<file path="src/hdl/rcs_defs.svh">
// Constants for the reset cause sequencer: offsets, fields, reset values, timing
// Notes on behaviour
// RULE1: Low-power and main brown-out requests are ORed into one generic brown-out reset.
// RULE2: Low-power monitor works only when its enable is programmed; erased means disabled.
// RULE3: Reset pin works when low-voltage programming or pin-enable is 1; off if both 0.
// RULE4: While the enabled reset pin is held low the device stays in reset.
// RULE5: Short low glitches on the reset pin are filtered out and cause no reset.
// RULE6: Internal reset sources never drive the reset pin low.
// RULE7: An external pin reset clears the pin-reset cause flag to 0.
// RULE8: Watchdog reset updates timeout, power-down, watchdog flag and window-violation flag; the code clears only timeout and the watchdog flag.
// RULE9: The reset instruction resets the device and clears its cause flag to 0.
// RULE10: Stack overflow/underflow resets only when enabled; the matching flag records it.
// RULE11: Leaving programming mode acts exactly like a power-on reset.
// RULE12: Enabled power-up timer counts 2048 slow-oscillator cycles, holding reset meanwhile.
// RULE13: Power-up timer starts only after power-on and brown-out conditions release.
// RULE14: Execution waits for power-up timer, oscillator start-up and reset pin release.
// RULE15: Timers run regardless of pin; execution starts 10 clocks after pin rises.
// RULE16: Resets set PC to 0; cause flags take the power-on, brown-out, fault patterns.
// RULE17: Watchdog wake-up continues at PC+2, status -00u uuuu, flags unchanged.
// RULE18: Window violation clears only bit 5; reset instruction clears only bit 2.
// RULE19: Only the flags matching the actual reset source change.
// RULE20: Software restores cause flags to inactive; hardware never does; the code's reset patterns set the watchdog and window flags to 1.
// RULE21: Software may write any flag active for testing without causing a reset.
// RULE22: Zero, carry, digit-carry reset only by power-on or brown-out; unused bits read 0.
// RULE23: Stack flags are active high; all other cause flags are active low.
// RULE24: Filtered reset pin is synchronised before it starts the release delay.
`ifndef RCS_DEFS_SVH
`define RCS_DEFS_SVH

`define RCS_MCLK_HZ 125000000
`define RCS_SLOW_OSC_HZ 31000
`define RCS_SLOW_OSC_DIV (`RCS_MCLK_HZ / `RCS_SLOW_OSC_HZ)
`define RCS_PUT_NOMINAL_MS 66
`define RCS_PUT_TICKS 2048
`define RCS_RELEASE_CYCLES 10
`define RCS_PIN_FILTER_CYCLES 8

`define RCS_ADDR_W 14
`define RCS_IDX_BROWNOUT_CONTROL 12'he4b
`define RCS_IDX_RESET_CAUSE_FLAGS 12'hfd7
`define RCS_IDX_CORE_STATUS 12'hfd8
`define RCS_ADDR_BROWNOUT_CONTROL {`RCS_IDX_BROWNOUT_CONTROL, 2'b00}
`define RCS_ADDR_RESET_CAUSE_FLAGS {`RCS_IDX_RESET_CAUSE_FLAGS, 2'b00}
`define RCS_ADDR_CORE_STATUS {`RCS_IDX_CORE_STATUS, 2'b00}

`define RCS_FLAG_STACK_OVF 7
`define RCS_FLAG_STACK_UNF 6
`define RCS_FLAG_WINDOW 5
`define RCS_FLAG_WATCHDOG 4
`define RCS_FLAG_PIN 3
`define RCS_FLAG_SW_RESET 2
`define RCS_FLAG_POWERON 1
`define RCS_FLAG_BROWNOUT 0

`define RCS_CTRL_SW_BROWNOUT_EN 7
`define RCS_CTRL_READY 0

`define RCS_STATUS_TIMEOUT 6
`define RCS_STATUS_POWER_DOWN 5

`define RCS_FLAGS_POWERON 8'h3d
`define RCS_FLAGS_BROWNOUT_HI 6'h0f
`define RCS_FLAGS_FAULT_HI 7'h19
`define RCS_STATUS_POWERON 7'h60
`define RCS_CTRL_POWERON 1'b1

`endif

</file>
<file path="src/hdl/rcs_pkg.sv">
// Types shared by the reset cause sequencer
package rcs_pkg;

    typedef enum logic [2:0] {
        RCS_ST_SUPPLY,
        RCS_ST_TIMERS,
        RCS_ST_PIN,
        RCS_ST_DELAY,
        RCS_ST_RUN
    } rcs_state_t;

    // Configuration fuses; enables marked _n are programmed by a 0
    typedef struct packed {
        logic low_power_monitor_enable;
        logic reset_pin_enable_cfg;
        logic low_voltage_programming_cfg;
        logic stack_reset_enable_cfg;
        logic power_up_timer_enable_n;
        logic osc_startup_required;
    } rcs_cfg_t;

    // One-cycle events from the core and the watchdog
    typedef struct packed {
        logic watchdog_timeout;
        logic window_violation;
        logic reset_instr;
        logic stack_overflow;
        logic stack_underflow;
        logic prog_mode_exit;
        logic ready_fault;
    } rcs_evt_t;

endpackage : rcs_pkg

</file>
<file path="src/hdl/rcs_delay_counter.sv">
// Counts enabled ticks; done from the last one until cleared
`timescale 1ns/1ps
`default_nettype none
module rcs_delay_counter #(
    parameter int unsigned COUNT = 10
) (
    // Clock and reset
    input wire logic mclk,
    input wire logic rst,
    // Control
    input wire logic clear,
    input wire logic tick,
    // Result
    output logic done
);
    localparam int unsigned W = $clog2(COUNT + 1);

    if (COUNT < 1) begin : g_chk
        $error("rcs_delay_counter: COUNT must be at least 1");
    end

    logic [W-1:0] cnt_r;

    always_ff @(posedge mclk) begin
        if (rst || clear) begin
            cnt_r <= '0;
        end else if (tick && cnt_r != W'(COUNT)) begin
            cnt_r <= cnt_r + 1'b1;
        end
    end

    // Held after expiry so a late partner condition still sees the timer done
    assign done = (cnt_r == W'(COUNT)) || (tick && (cnt_r == W'(COUNT - 1)));

endmodule : rcs_delay_counter
`default_nettype wire

</file>
<file path="src/hdl/rcs_pin_filter.sv">
// Glitch filter and synchroniser for the active-low reset pin
`timescale 1ns/1ps
`default_nettype none
module rcs_pin_filter #(
    parameter int unsigned FILTER_CYCLES = 8
) (
    // Clock and reset
    input wire logic mclk,
    input wire logic rst,
    // Raw pin level
    input wire logic pin_in_n,
    // Filtered, synchronised level, high when released
    output logic pin_high
);
    localparam int unsigned W = $clog2(FILTER_CYCLES + 1);

    if (FILTER_CYCLES < 2) begin : g_chk
        $error("rcs_pin_filter: FILTER_CYCLES must be at least 2");
    end

    logic [W-1:0] cnt_r;
    logic filt_r;
    logic sync1_r;
    logic sync2_r;

    // New level is taken only after it stays put for the whole filter time
    always_ff @(posedge mclk) begin
        if (rst) begin
            cnt_r <= '0;
            filt_r <= 1'b1;
        end else if (pin_in_n == filt_r) begin
            cnt_r <= '0;
        end else if (cnt_r == W'(FILTER_CYCLES - 1)) begin
            cnt_r <= '0;
            filt_r <= pin_in_n; // RULE5
        end else begin
            cnt_r <= cnt_r + 1'b1;
        end
    end

    always_ff @(posedge mclk) begin
        if (rst) begin
            sync1_r <= 1'b1;
            sync2_r <= 1'b1;
        end else begin
            sync1_r <= filt_r; // RULE24
            sync2_r <= sync1_r;
        end
    end

    assign pin_high = sync2_r;
endmodule : rcs_pin_filter
`default_nettype wire

</file>
<file path="src/hdl/rcs_sequencer.sv">
// Reset cause sequencer: merges reset sources, times release, keeps cause flags
//
// The Avalon-MM register port was chosen for this implementation.
`timescale 1ns/1ps
`default_nettype none
`include "rcs_defs.svh"
module rcs_sequencer
    import rcs_pkg::*;
#(
    parameter int unsigned SLOW_OSC_DIV = `RCS_SLOW_OSC_DIV,
    parameter int unsigned PUT_TICKS = `RCS_PUT_TICKS,
    parameter int unsigned RELEASE_CYCLES = `RCS_RELEASE_CYCLES,
    parameter int unsigned PIN_FILTER_CYCLES = `RCS_PIN_FILTER_CYCLES
) (
    // Clock and reset
    input wire logic mclk,
    input wire logic rst,
    // Avalon-MM slave
    input wire logic [`RCS_ADDR_W-1:0] avs_address,
    input wire logic avs_read,
    input wire logic avs_write,
    input wire logic [31:0] avs_writedata,
    output logic [31:0] avs_readdata,
    output logic avs_waitrequest,
    // Supply monitors
    input wire logic poweron_req,
    input wire logic brownout_req,
    input wire logic low_power_supply_monitor,
    input wire logic brownout_ready,
    // External reset pin, active low
    input wire logic external_reset_pin_in_n,
    output logic external_reset_pin_out,
    output logic external_reset_pin_oe,
    // Configuration and core
    input wire rcs_cfg_t cfg,
    input wire rcs_evt_t evt,
    input wire logic core_asleep,
    input wire logic osc_startup_done,
    // Results
    output logic cpu_reset,
    output logic wake_continue,
    output logic software_brownout_enable
);
    if (SLOW_OSC_DIV < 2 || PUT_TICKS < 1 || RELEASE_CYCLES < 1) begin : g_chk
        $error("rcs_sequencer: divider, timer and delay counts out of range");
    end

    localparam int unsigned DW = $clog2(SLOW_OSC_DIV);

    rcs_state_t state_r;
    rcs_state_t state_nxt;
    logic [DW-1:0] div_r;
    logic slow_tick;
    logic gen_brownout;
    logic poweron_like;
    logic supply_hold;
    logic pin_en;
    logic pin_high;
    logic pin_hold;
    logic wdt_reset;
    logic wdt_wake;
    logic stack_reset;
    logic internal_reset;
    logic put_done;
    logic release_done;
    logic timers_ok;
    logic [7:0] flags_r;
    logic [7:0] flags_nxt;
    logic [6:0] status_r;
    logic [6:0] status_nxt;
    logic ctrl_sben_r;
    logic cpu_reset_r;
    logic wake_r;
    logic ack_r;
    logic [31:0] rdata_r;
    logic wr_flags;
    logic wr_status;
    logic wr_ctrl;

    // Slow oscillator rate as a one-cycle enable
    always_ff @(posedge mclk) begin
        if (rst || div_r == DW'(SLOW_OSC_DIV - 1)) begin
            div_r <= '0;
        end else begin
            div_r <= div_r + 1'b1;
        end
    end
    assign slow_tick = (div_r == DW'(SLOW_OSC_DIV - 1));

    // Source decode
    always_comb begin
        // Low-power monitor enable is programmed low; erased fuse reads 1
        gen_brownout = brownout_req
                       | (low_power_supply_monitor & ~cfg.low_power_monitor_enable); // RULE1 RULE2
        poweron_like = poweron_req | evt.prog_mode_exit; // RULE11
        supply_hold = poweron_like | gen_brownout | evt.ready_fault;
        pin_en = cfg.low_voltage_programming_cfg | cfg.reset_pin_enable_cfg; // RULE3
        pin_hold = pin_en & ~pin_high; // RULE4
        wdt_reset = evt.watchdog_timeout & ~core_asleep;
        wdt_wake = evt.watchdog_timeout & core_asleep & (state_r == RCS_ST_RUN);
        stack_reset = cfg.stack_reset_enable_cfg
                      & (evt.stack_overflow | evt.stack_underflow); // RULE10
        internal_reset = wdt_reset | evt.window_violation | evt.reset_instr | stack_reset;
        timers_ok = (cfg.power_up_timer_enable_n | put_done)
                    & (~cfg.osc_startup_required | osc_startup_done); // RULE14
    end

    rcs_pin_filter #(
        .FILTER_CYCLES(PIN_FILTER_CYCLES)
    ) u_pin (
        .mclk(mclk),
        .rst(rst),
        .pin_in_n(external_reset_pin_in_n),
        .pin_high(pin_high)
    );

    // Power-up timer counts only while the sequence sits in the timer state
    rcs_delay_counter #(
        .COUNT(PUT_TICKS)
    ) u_power_up_timer (
        .mclk(mclk),
        .rst(rst),
        .clear(state_r != RCS_ST_TIMERS), // RULE13
        .tick(slow_tick), // RULE12
        .done(put_done)
    );

    rcs_delay_counter #(
        .COUNT(RELEASE_CYCLES)
    ) u_release (
        .mclk(mclk),
        .rst(rst),
        .clear(state_r != RCS_ST_DELAY),
        .tick(1'b1),
        .done(release_done)
    );

    // Start-up sequence
    always_comb begin
        state_nxt = state_r;
        if (supply_hold) begin
            state_nxt = RCS_ST_SUPPLY;
        end else begin
            unique case (state_r)
                RCS_ST_SUPPLY: begin
                    state_nxt = RCS_ST_TIMERS;
                end
                RCS_ST_TIMERS: begin
                    // Timers run whatever the pin does
                    if (timers_ok) begin
                        state_nxt = RCS_ST_PIN; // RULE15
                    end
                end
                RCS_ST_PIN: begin
                    if (!pin_hold) begin
                        state_nxt = RCS_ST_DELAY;
                    end
                end
                RCS_ST_DELAY: begin
                    if (pin_hold) begin
                        state_nxt = RCS_ST_PIN;
                    end else if (release_done) begin
                        state_nxt = RCS_ST_RUN; // RULE15
                    end
                end
                RCS_ST_RUN: begin
                    if (pin_hold || internal_reset) begin
                        state_nxt = RCS_ST_PIN; // RULE4 RULE9
                    end
                end
            endcase
        end
    end

    always_ff @(posedge mclk) begin
        if (rst) begin
            state_r <= RCS_ST_SUPPLY;
            cpu_reset_r <= 1'b1;
        end else begin
            state_r <= state_nxt;
            // Core reload of PC to 0 is tied to this level
            cpu_reset_r <= (state_nxt != RCS_ST_RUN); // RULE16
        end
    end

    always_ff @(posedge mclk) begin
        if (rst) begin
            wake_r <= 1'b0;
        end else begin
            wake_r <= wdt_wake && !supply_hold; // RULE17
        end
    end

    // Register bus: one wait state, the answer edge is where writes land
    assign wr_flags = avs_write && ack_r && avs_address == `RCS_ADDR_RESET_CAUSE_FLAGS;
    assign wr_status = avs_write && ack_r && avs_address == `RCS_ADDR_CORE_STATUS;
    assign wr_ctrl = avs_write && ack_r && avs_address == `RCS_ADDR_BROWNOUT_CONTROL;

    always_ff @(posedge mclk) begin
        if (rst) begin
            ack_r <= 1'b0;
        end else begin
            ack_r <= (avs_read || avs_write) && !ack_r;
        end
    end

    always_ff @(posedge mclk) begin
        if (rst) begin
            rdata_r <= '0;
        end else if (avs_read && !ack_r) begin
            unique case (avs_address)
                `RCS_ADDR_RESET_CAUSE_FLAGS: rdata_r <= {24'h00_0000, flags_r};
                `RCS_ADDR_CORE_STATUS: rdata_r <= {25'h000_0000, status_r}; // RULE22
                `RCS_ADDR_BROWNOUT_CONTROL: begin
                    rdata_r <= {24'h00_0000, ctrl_sben_r, 6'h00, brownout_ready};
                end
                default: rdata_r <= '0;
            endcase
        end
    end

    assign avs_readdata = rdata_r;
    assign avs_waitrequest = (avs_read || avs_write) && !ack_r;

    // Cause flags: software value first, hardware events override it
    always_comb begin
        flags_nxt = flags_r;
        if (wr_flags) begin
            flags_nxt = avs_writedata[7:0]; // RULE20 RULE21
        end
        if (poweron_like) begin
            flags_nxt = `RCS_FLAGS_POWERON; // RULE11 RULE16
        end else if (gen_brownout) begin
            flags_nxt[7:2] = `RCS_FLAGS_BROWNOUT_HI; // RULE1 RULE16
            flags_nxt[`RCS_FLAG_BROWNOUT] = 1'b0;
        end else if (evt.ready_fault) begin
            flags_nxt[7:1] = `RCS_FLAGS_FAULT_HI; // RULE16
        end else begin
            // Each source touches its own bit only
            if (pin_hold) begin
                flags_nxt[`RCS_FLAG_PIN] = 1'b0; // RULE7 RULE19
            end
            if (wdt_reset) begin
                flags_nxt[`RCS_FLAG_WATCHDOG] = 1'b0; // RULE8 RULE23
            end
            if (evt.window_violation) begin
                flags_nxt[`RCS_FLAG_WINDOW] = 1'b0; // RULE8 RULE18
            end
            if (evt.reset_instr) begin
                flags_nxt[`RCS_FLAG_SW_RESET] = 1'b0; // RULE9 RULE18
            end
            if (evt.stack_overflow) begin
                flags_nxt[`RCS_FLAG_STACK_OVF] = 1'b1; // RULE10 RULE23
            end
            if (evt.stack_underflow) begin
                flags_nxt[`RCS_FLAG_STACK_UNF] = 1'b1; // RULE10 RULE23
            end
        end
    end

    always_ff @(posedge mclk) begin
        if (rst) begin
            flags_r <= `RCS_FLAGS_POWERON;
        end else begin
            flags_r <= flags_nxt;
        end
    end

    // Core status: timeout, power-down and the low arithmetic bits
    always_comb begin
        status_nxt = status_r;
        if (wr_status) begin
            status_nxt[4:0] = avs_writedata[4:0];
        end
        if (poweron_like || gen_brownout) begin
            status_nxt = `RCS_STATUS_POWERON; // RULE22
        end else if (wdt_wake) begin
            status_nxt[`RCS_STATUS_TIMEOUT] = 1'b0; // RULE17
            status_nxt[`RCS_STATUS_POWER_DOWN] = 1'b0;
        end else if (wdt_reset) begin
            status_nxt[`RCS_STATUS_TIMEOUT] = 1'b0; // RULE8
        end else if (pin_hold && core_asleep && state_r == RCS_ST_RUN) begin
            status_nxt[`RCS_STATUS_TIMEOUT] = 1'b1;
            status_nxt[`RCS_STATUS_POWER_DOWN] = 1'b0;
        end
    end

    always_ff @(posedge mclk) begin
        if (rst) begin
            status_r <= `RCS_STATUS_POWERON;
        end else begin
            status_r <= status_nxt;
        end
    end

    always_ff @(posedge mclk) begin
        if (rst) begin
            ctrl_sben_r <= `RCS_CTRL_POWERON;
        end else if (poweron_like || gen_brownout) begin
            ctrl_sben_r <= `RCS_CTRL_POWERON;
        end else if (wr_ctrl) begin
            ctrl_sben_r <= avs_writedata[`RCS_CTRL_SW_BROWNOUT_EN];
        end
    end

    assign cpu_reset = cpu_reset_r;
    assign wake_continue = wake_r;
    assign software_brownout_enable = ctrl_sben_r;
    // The pin is input only; no reset source ever pulls it
    assign external_reset_pin_out = 1'b0; // RULE6
    assign external_reset_pin_oe = 1'b0; // RULE6
endmodule : rcs_sequencer
`default_nettype wire

</file>
<file path="config.mk">
export PLATFORM = sky130hd
export DESIGN_NAME = rcs_sequencer
export DESIGN_NICKNAME = d
export VERILOG_FILES = /design/src/hdl/rcs_pkg.sv /design/src/hdl/rcs_delay_counter.sv /design/src/hdl/rcs_pin_filter.sv /design/src/hdl/rcs_sequencer.sv
export VERILOG_INCLUDE_DIRS = /design/src /design/src/hdl
export SDC_FILE = /design/constraint.sdc
export NUM_CORES = 1
export LEC_CHECK = 0
export ABC_AREA = 1
export BUFFER_PORTS_ARGS = -buffer_cell sky130_fd_sc_hd__buf_2
export CORE_MARGIN = 8
export CORE_UTILIZATION = 25
export CTS_BUF_LIST = sky130_fd_sc_hd__clkbuf_4 sky130_fd_sc_hd__clkbuf_8
export CTS_CLUSTER_SIZE = 20
export DETAILED_ROUTE_END_ITERATION = 6
export PLACE_DENSITY = 0.43
export SYNTH_ARGS = -nofsm -noshare
export SYNTH_HDL_FRONTEND = slang
export SYNTH_HIERARCHICAL = 1
export SYNTH_SLANG_ARGS = --single-unit
</file>
<file path="constraint.sdc">
create_clock -name mclk -period 5.6 [get_ports mclk]
set_input_delay 0.28 -clock mclk [delete_from_list [all_inputs] [get_ports mclk]]
set_output_delay 0.28 -clock mclk [all_outputs]
set_load 0.02 [all_outputs]
</file>
# == After elaboration in Yosys (flattened, before gate mapping) ==
# Cells that the tools add are included.
# W data, S select, Z words.
# word_totals
reg_bits,89
in_bits,70
output_inout_bits,38
# classes
addsub,4
eq_ne,20
n_mux,23
bitwise_logic,23
reduce_logical,38
# ops
operator,n
$eq A14 B14 Y1 const B,3
$add A12 B1 Y12 const B,2
$eq A12 B12 Y1 const B,2
$pmux W8 S3,1
$mux W3,6
$pmux W3 S5,1
$eq A12 B11 Y1 const B,1
$ne A12 B12 Y1 const B,1
$reduce_bool A2 Y1,6
$logic_and A1 B1 Y1,11
$mux W1,11
$or A1 B1 Y1,11
$reduce_bool A3 Y1,3
$add A4 B1 Y4 const B,2
$eq A4 B4 Y1 const B,2
$logic_or A1 B1 Y1,8
$mux W8,1
$and A1 B1 Y1,7
$eq A3 B2 Y1 const B,2
$mux W2,3
$reduce_or A3 Y1,2
$not A1 Y1,5
$eq A4 B3 Y1 const B,1
$ne A4 B4 Y1 const B,1
12 further kinds,15

# == Logic depth before layout (Yosys ltp) ==
# logic_depth
ltp_word,10
mapped_depth,15
mapped_depth_nobuf,14

# == Modules after synthesis ==
# The synthesis kept the hierarchy.
# modules_own_cells
mod,instances,cells_each,area_each_um2,seq_area_each_um2
rcs_sequencer,1,333,2389.8,840.8
rcs_delay_counter (u_power_up_timer),1,131,825.8,240.2
rcs_pin_filter,1,32,267.8,140.1
rcs_delay_counter (u_release),1,36,260.2,80.1

# == Least setup slack after synthesis ==
# OpenSTA, ideal clock, no wires.
# synth_path
path_kind,register -> register
startpoint,register div_r[0]
endpoint,register state_r[0]
setup_ns,0.109
t_arrival_ns,1.726
t_required_ns,5.491
setup_slack_ns,3.765
stages_incl_launch_ff,16
n_path_buf,1
cell_sequence,dfxtp_1 > ha_1 > nand2_1 > inv_1 > nand2_1 > nor2_1 > nand2_1 > nor2_1 > buf_2 > nand3_1 > o21ai_0 > nor2_1 > a21oi_1 > o211ai_1 > nand2_1 > inv_1
# synth_via
elab_chain_cells,8
# synth_lines
item,line,source
start: declaration,rcs_sequencer.sv:52,logic [DW-1:0] div_r;
start signal: assignment,rcs_sequencer.sv:85,div_r <= div_r + 1'b1;
$eq A12 B12 Y1,rcs_sequencer.sv:88,assign slow_tick = (div_r == DW'(SLOW_OSC_DIV - 1));
net slow_tick,rcs_sequencer.sv:53,logic slow_tick;
$logic_and A1 B1 Y1,rcs_delay_counter.sv:33,assign done = (cnt_r == W'(COUNT)) || (tick && (cnt_r == W'(COUNT - 1)));
$logic_or A1 B1 Y1,rcs_delay_counter.sv:33,
net put_done,rcs_sequencer.sv:64,logic put_done;
$or A1 B1 Y1,rcs_sequencer.sv:104,timers_ok = (cfg.power_up_timer_enable_n | put_done)
$and A1 B1 Y1,rcs_sequencer.sv:105,& (~cfg.osc_startup_required | osc_startup_done);
$mux W3,rcs_sequencer.sv:150,if (timers_ok) begin
$pmux W3 S5,rcs_sequencer.sv:144,unique case (state_r)
$mux W3,rcs_sequencer.sv:141,if (supply_hold) begin
end signal: assignment,rcs_sequencer.sv:180,state_r <= state_nxt;
end: declaration,rcs_sequencer.sv:50,rcs_state_t state_r;
# The timed path passes the listed nets, and every way through them passes these cells.
# A chain may end at the register's enable or synchronous reset.

# == Final worst setup path ==
# layout_path
startpoint,register div_r[0]
endpoint,register state_r[1]
# The elaborated chain is that of the path after synthesis.

==> summary.txt <==
die height - 138 microns
number of levels in the clock H-tree - 3
post-synthesis cell count - 532
all-layer global routing usage - 10.1%
cells taking the most area after synthesis - dfxtp_1, nand2_1, inv_1
die footprint - 19100 sq um
number of hold violations in the final report - 0
detailed placer's ending HPWL - 7310 microns
Synth Area in Adders - 2.34%
ranking of synthesized cells by instance count - nand2_1, dfxtp_1, inv_1
Yosys warning total - 6
worst-path cell with the longest stage delay - nor2_1
placed inst area - 4120 sq um
register-to-register path setup slack - 3030 ps
worst hold path class - in2reg
Main synth FF type - dfxtp_1
placeable core region - 14600 sq um
starting utilization of the core area - 25.7%
post-cts sizing count - 0
combinational family with the most area after synthesis - simple AND/OR/NAND/NOR gates
worst-case clock buffer depth - 2
path type of the worst setup path - reg2reg
number of buffers created by CTS - 9
Setup violations, final - 0
required time at the worst-slack endpoint - 5880 ps
multiplexer fraction of the synthesized cell area - 0%
Area Growth Syn to Fin - 15.8%
count of final max-slew check failures - 0
run status - finished clean
count of flip-flops with a built-in enable after synthesis - 0
Critical Path Start Type - register
worst-skew pair later-pin latency - 350 ps
cells along the critical path - ha_1 > nand2_1 > inv_1 > nand2_1 > nor2_1 > nand2_1 > nor2_1 > nand3_1 > o21ai_0 > nor2_1 > a21oi_1 > nand2_1 > a31oi_1
total number of nets in the final design - 674
final critical-path required period - 2570 ps
Leakage Power - 1.92 nW
register bit count reported by yosys - 65
largest vdd supply drop - 0.142 mV
fraction of registers with async set or reset after synthesis - 0%
number of fillers in the final layout - 1600
hold_buf cts - 0
data arrival time of the critical path - 2850 ps
TritonCTS clock tree - built
DRT Pass-1 Iters - 4
maximum number of pins on one net before global-route repair - 19
first-pass GRT wire length - 16000 microns
Mapped Area - 3740 sq um
vias in the first global route - 3302
final weighted congestion of routability-driven global placement - 0.802
Worst setup EP type - register
number of buffer and inverter stages on the critical path - 1
complex-gate fraction of the synthesized area - 8.99%
Congestion Overflow GR - 0
number of distinct library cell variants in the gate-level netlist after synthesis - 45
first-iteration detailed-routing DRC count - 183
Boundary Pins - 108
number of antenna diodes - 0
top cell family by delay on the critical path - simple AND/OR/NAND/NOR gates
layout cell share with drive strength beyond 1 - 21.3%
library cell occupying the most area in the post-synthesis netlist - dfxtp_1
number of violations of the max-capacitance limit - 0
timing-limited maximum frequency - 389 MHz
antenna violations before repair - 0
Pwr Density - 228 nW/um^2
root buf cell - clkbuf_8
largest fanout on the critical path - 8
peak per-stage delay on the critical path - 520 ps
fin crit share - 45.9%
dominant cell by count in the synthesized netlist - nand2_1
unrepaired setup endpoints after global routing - no
CTS sink cnt - 65
Worst-Margin Slew - 647 ps
Reg clk slew, reported paths - 70 ps
count of buffers from port buffering - 57
Final ANT Viol Nets - 0
Fin Clk Skew - 9.77 ps
Placement Rows - 44
Pwr Total - 0.987 mW
final setup TNS - 0 ps
die width - 138 microns
remaining design rule violation count - 0
Wirelength per Cell - 12.0 microns
utilization after layout - 29.7%
share of the synthesized netlist area taken by xor and xnor gates - 2.11%
aggregate routed wire length - 9470 microns
final design instance area without fill - 4340 sq um
sequential area share after synthesis - 34.8%
post-synthesis area per instance - 7.04 sq um
worst max-slew margin expressed relative to the limit - 56.7%
post-CTS setup-driven buffer insertion count - 0
simple-gate share of the synthesized area - 37.7%
top-area cell type share of the netlist area - 34.8%
DR vias/cell - 4.22
most numerous cell on the critical path - nand2_1
detailed-route via count - 3313
-- registers in the layout, summed over array words and instances (netlist names), 3 cells and up --
register                count
avs_readdata                8
u_power_up_timer/cnt_r     12
u_release/cnt_r             4
flags_r                     8
state_r                     3
status_r                    7
u_pin/cnt_r                 4
div_r                      12
-- power by group --
| part | total, mW | internal, mW | switching [mW] | leakage (nW) |
|---|---|---|---|---|
| clock network | 0.443 | 0.253 | 0.190 | 0.109 |
| logic | 0.0753 | 0.0223 | 0.0531 | 1.29 |
| registers | 0.469 | 0.466 | 0.00282 | 0.525 |
-- logic make-up after synthesis --
family / count (synthesis)
AND/OR/NAND/NOR: 286
adder cells (fa/ha/maj): 7
other: 2
flip-flops: 65
XOR/XNOR: 9
buffers and inverters: 105
AO/OA/AOI/OAI: 58
-- worst min-delay path: stages --
cell and delay (ps):
buf_2 90, nand2_1 50, o211ai_1 60
-- per-layer routing --
layer,track usage [%],part of all wire (%),up-vias
met5,0,0,-
met4,3.78,1.6,0
met3,3.46,5.5,12
met2,16.5,46,75
met1,12.0,47,1464
li1,-,-,1762
-- cells in the final DEF, fill, tap and decap left out, types with 3 or more instances in the layout --
cell / netlist / final
nand2_1: 132 / 132
dfxtp_1: 65 / 65
inv_1: 61 / 61
buf_2: 1 / 57
nor2_1: 53 / 53
nand3_1: 43 / 43
conb_1: 2 / 30
a21oi_1: 27 / 27
o21ai_0: 15 / 15
nand4_1: 12 / 12
inv_2: 10 / 10
nor2_2: 9 / 9
clkbuf_8: 0 / 9
xor2_1: 7 / 7
ha_1: 7 / 7
nand2_2: 5 / 5
nor2_4: 4 / 4
or2_2: 4 / 4
a21oi_2: 4 / 4
nor3_1: 4 / 4
clkinv_2: 1 / 4
nand2_4: 3 / 3
o21ai_1: 3 / 3
nand3_2: 3 / 3
nand3b_1: 3 / 3
-- worst paths after layout --
check	cells after the start	to	start
hold / removal	3	software_brownout_enable	avs_writedata[7]
setup / recovery	13	state_r[1]	div_r[0]
setup reg to reg	13	state_r[1]	div_r[0]
hold reg to reg	1	u_pin/pin_high	u_pin/sync1_r
-- layout make-up --
type	count	area (sq um)	share of cell area [%]
multi-input combinational	390	2030	46.7
sequential	65	1300	30.0
timing repair buffer	57	285	6.58
inverter	74	279	6.43
tap	184	230	5.31
clock buffer	10	131	3.03
clock inverter	6	82.6	1.90
-- per-stage QoR --
step | instances | hold WS, ps | setup slack [ps]
after global placement | 770 | 412 | 3070
after CTS | 786 | 140 | 2990
final | 786 | 166 | 3030
after global routing | 786 | 166 | 2660
after floorplan | 560 | 359 | 3760
after detailed placement | 770 | 415 | 3020
(Power assumes the default switching activity.)
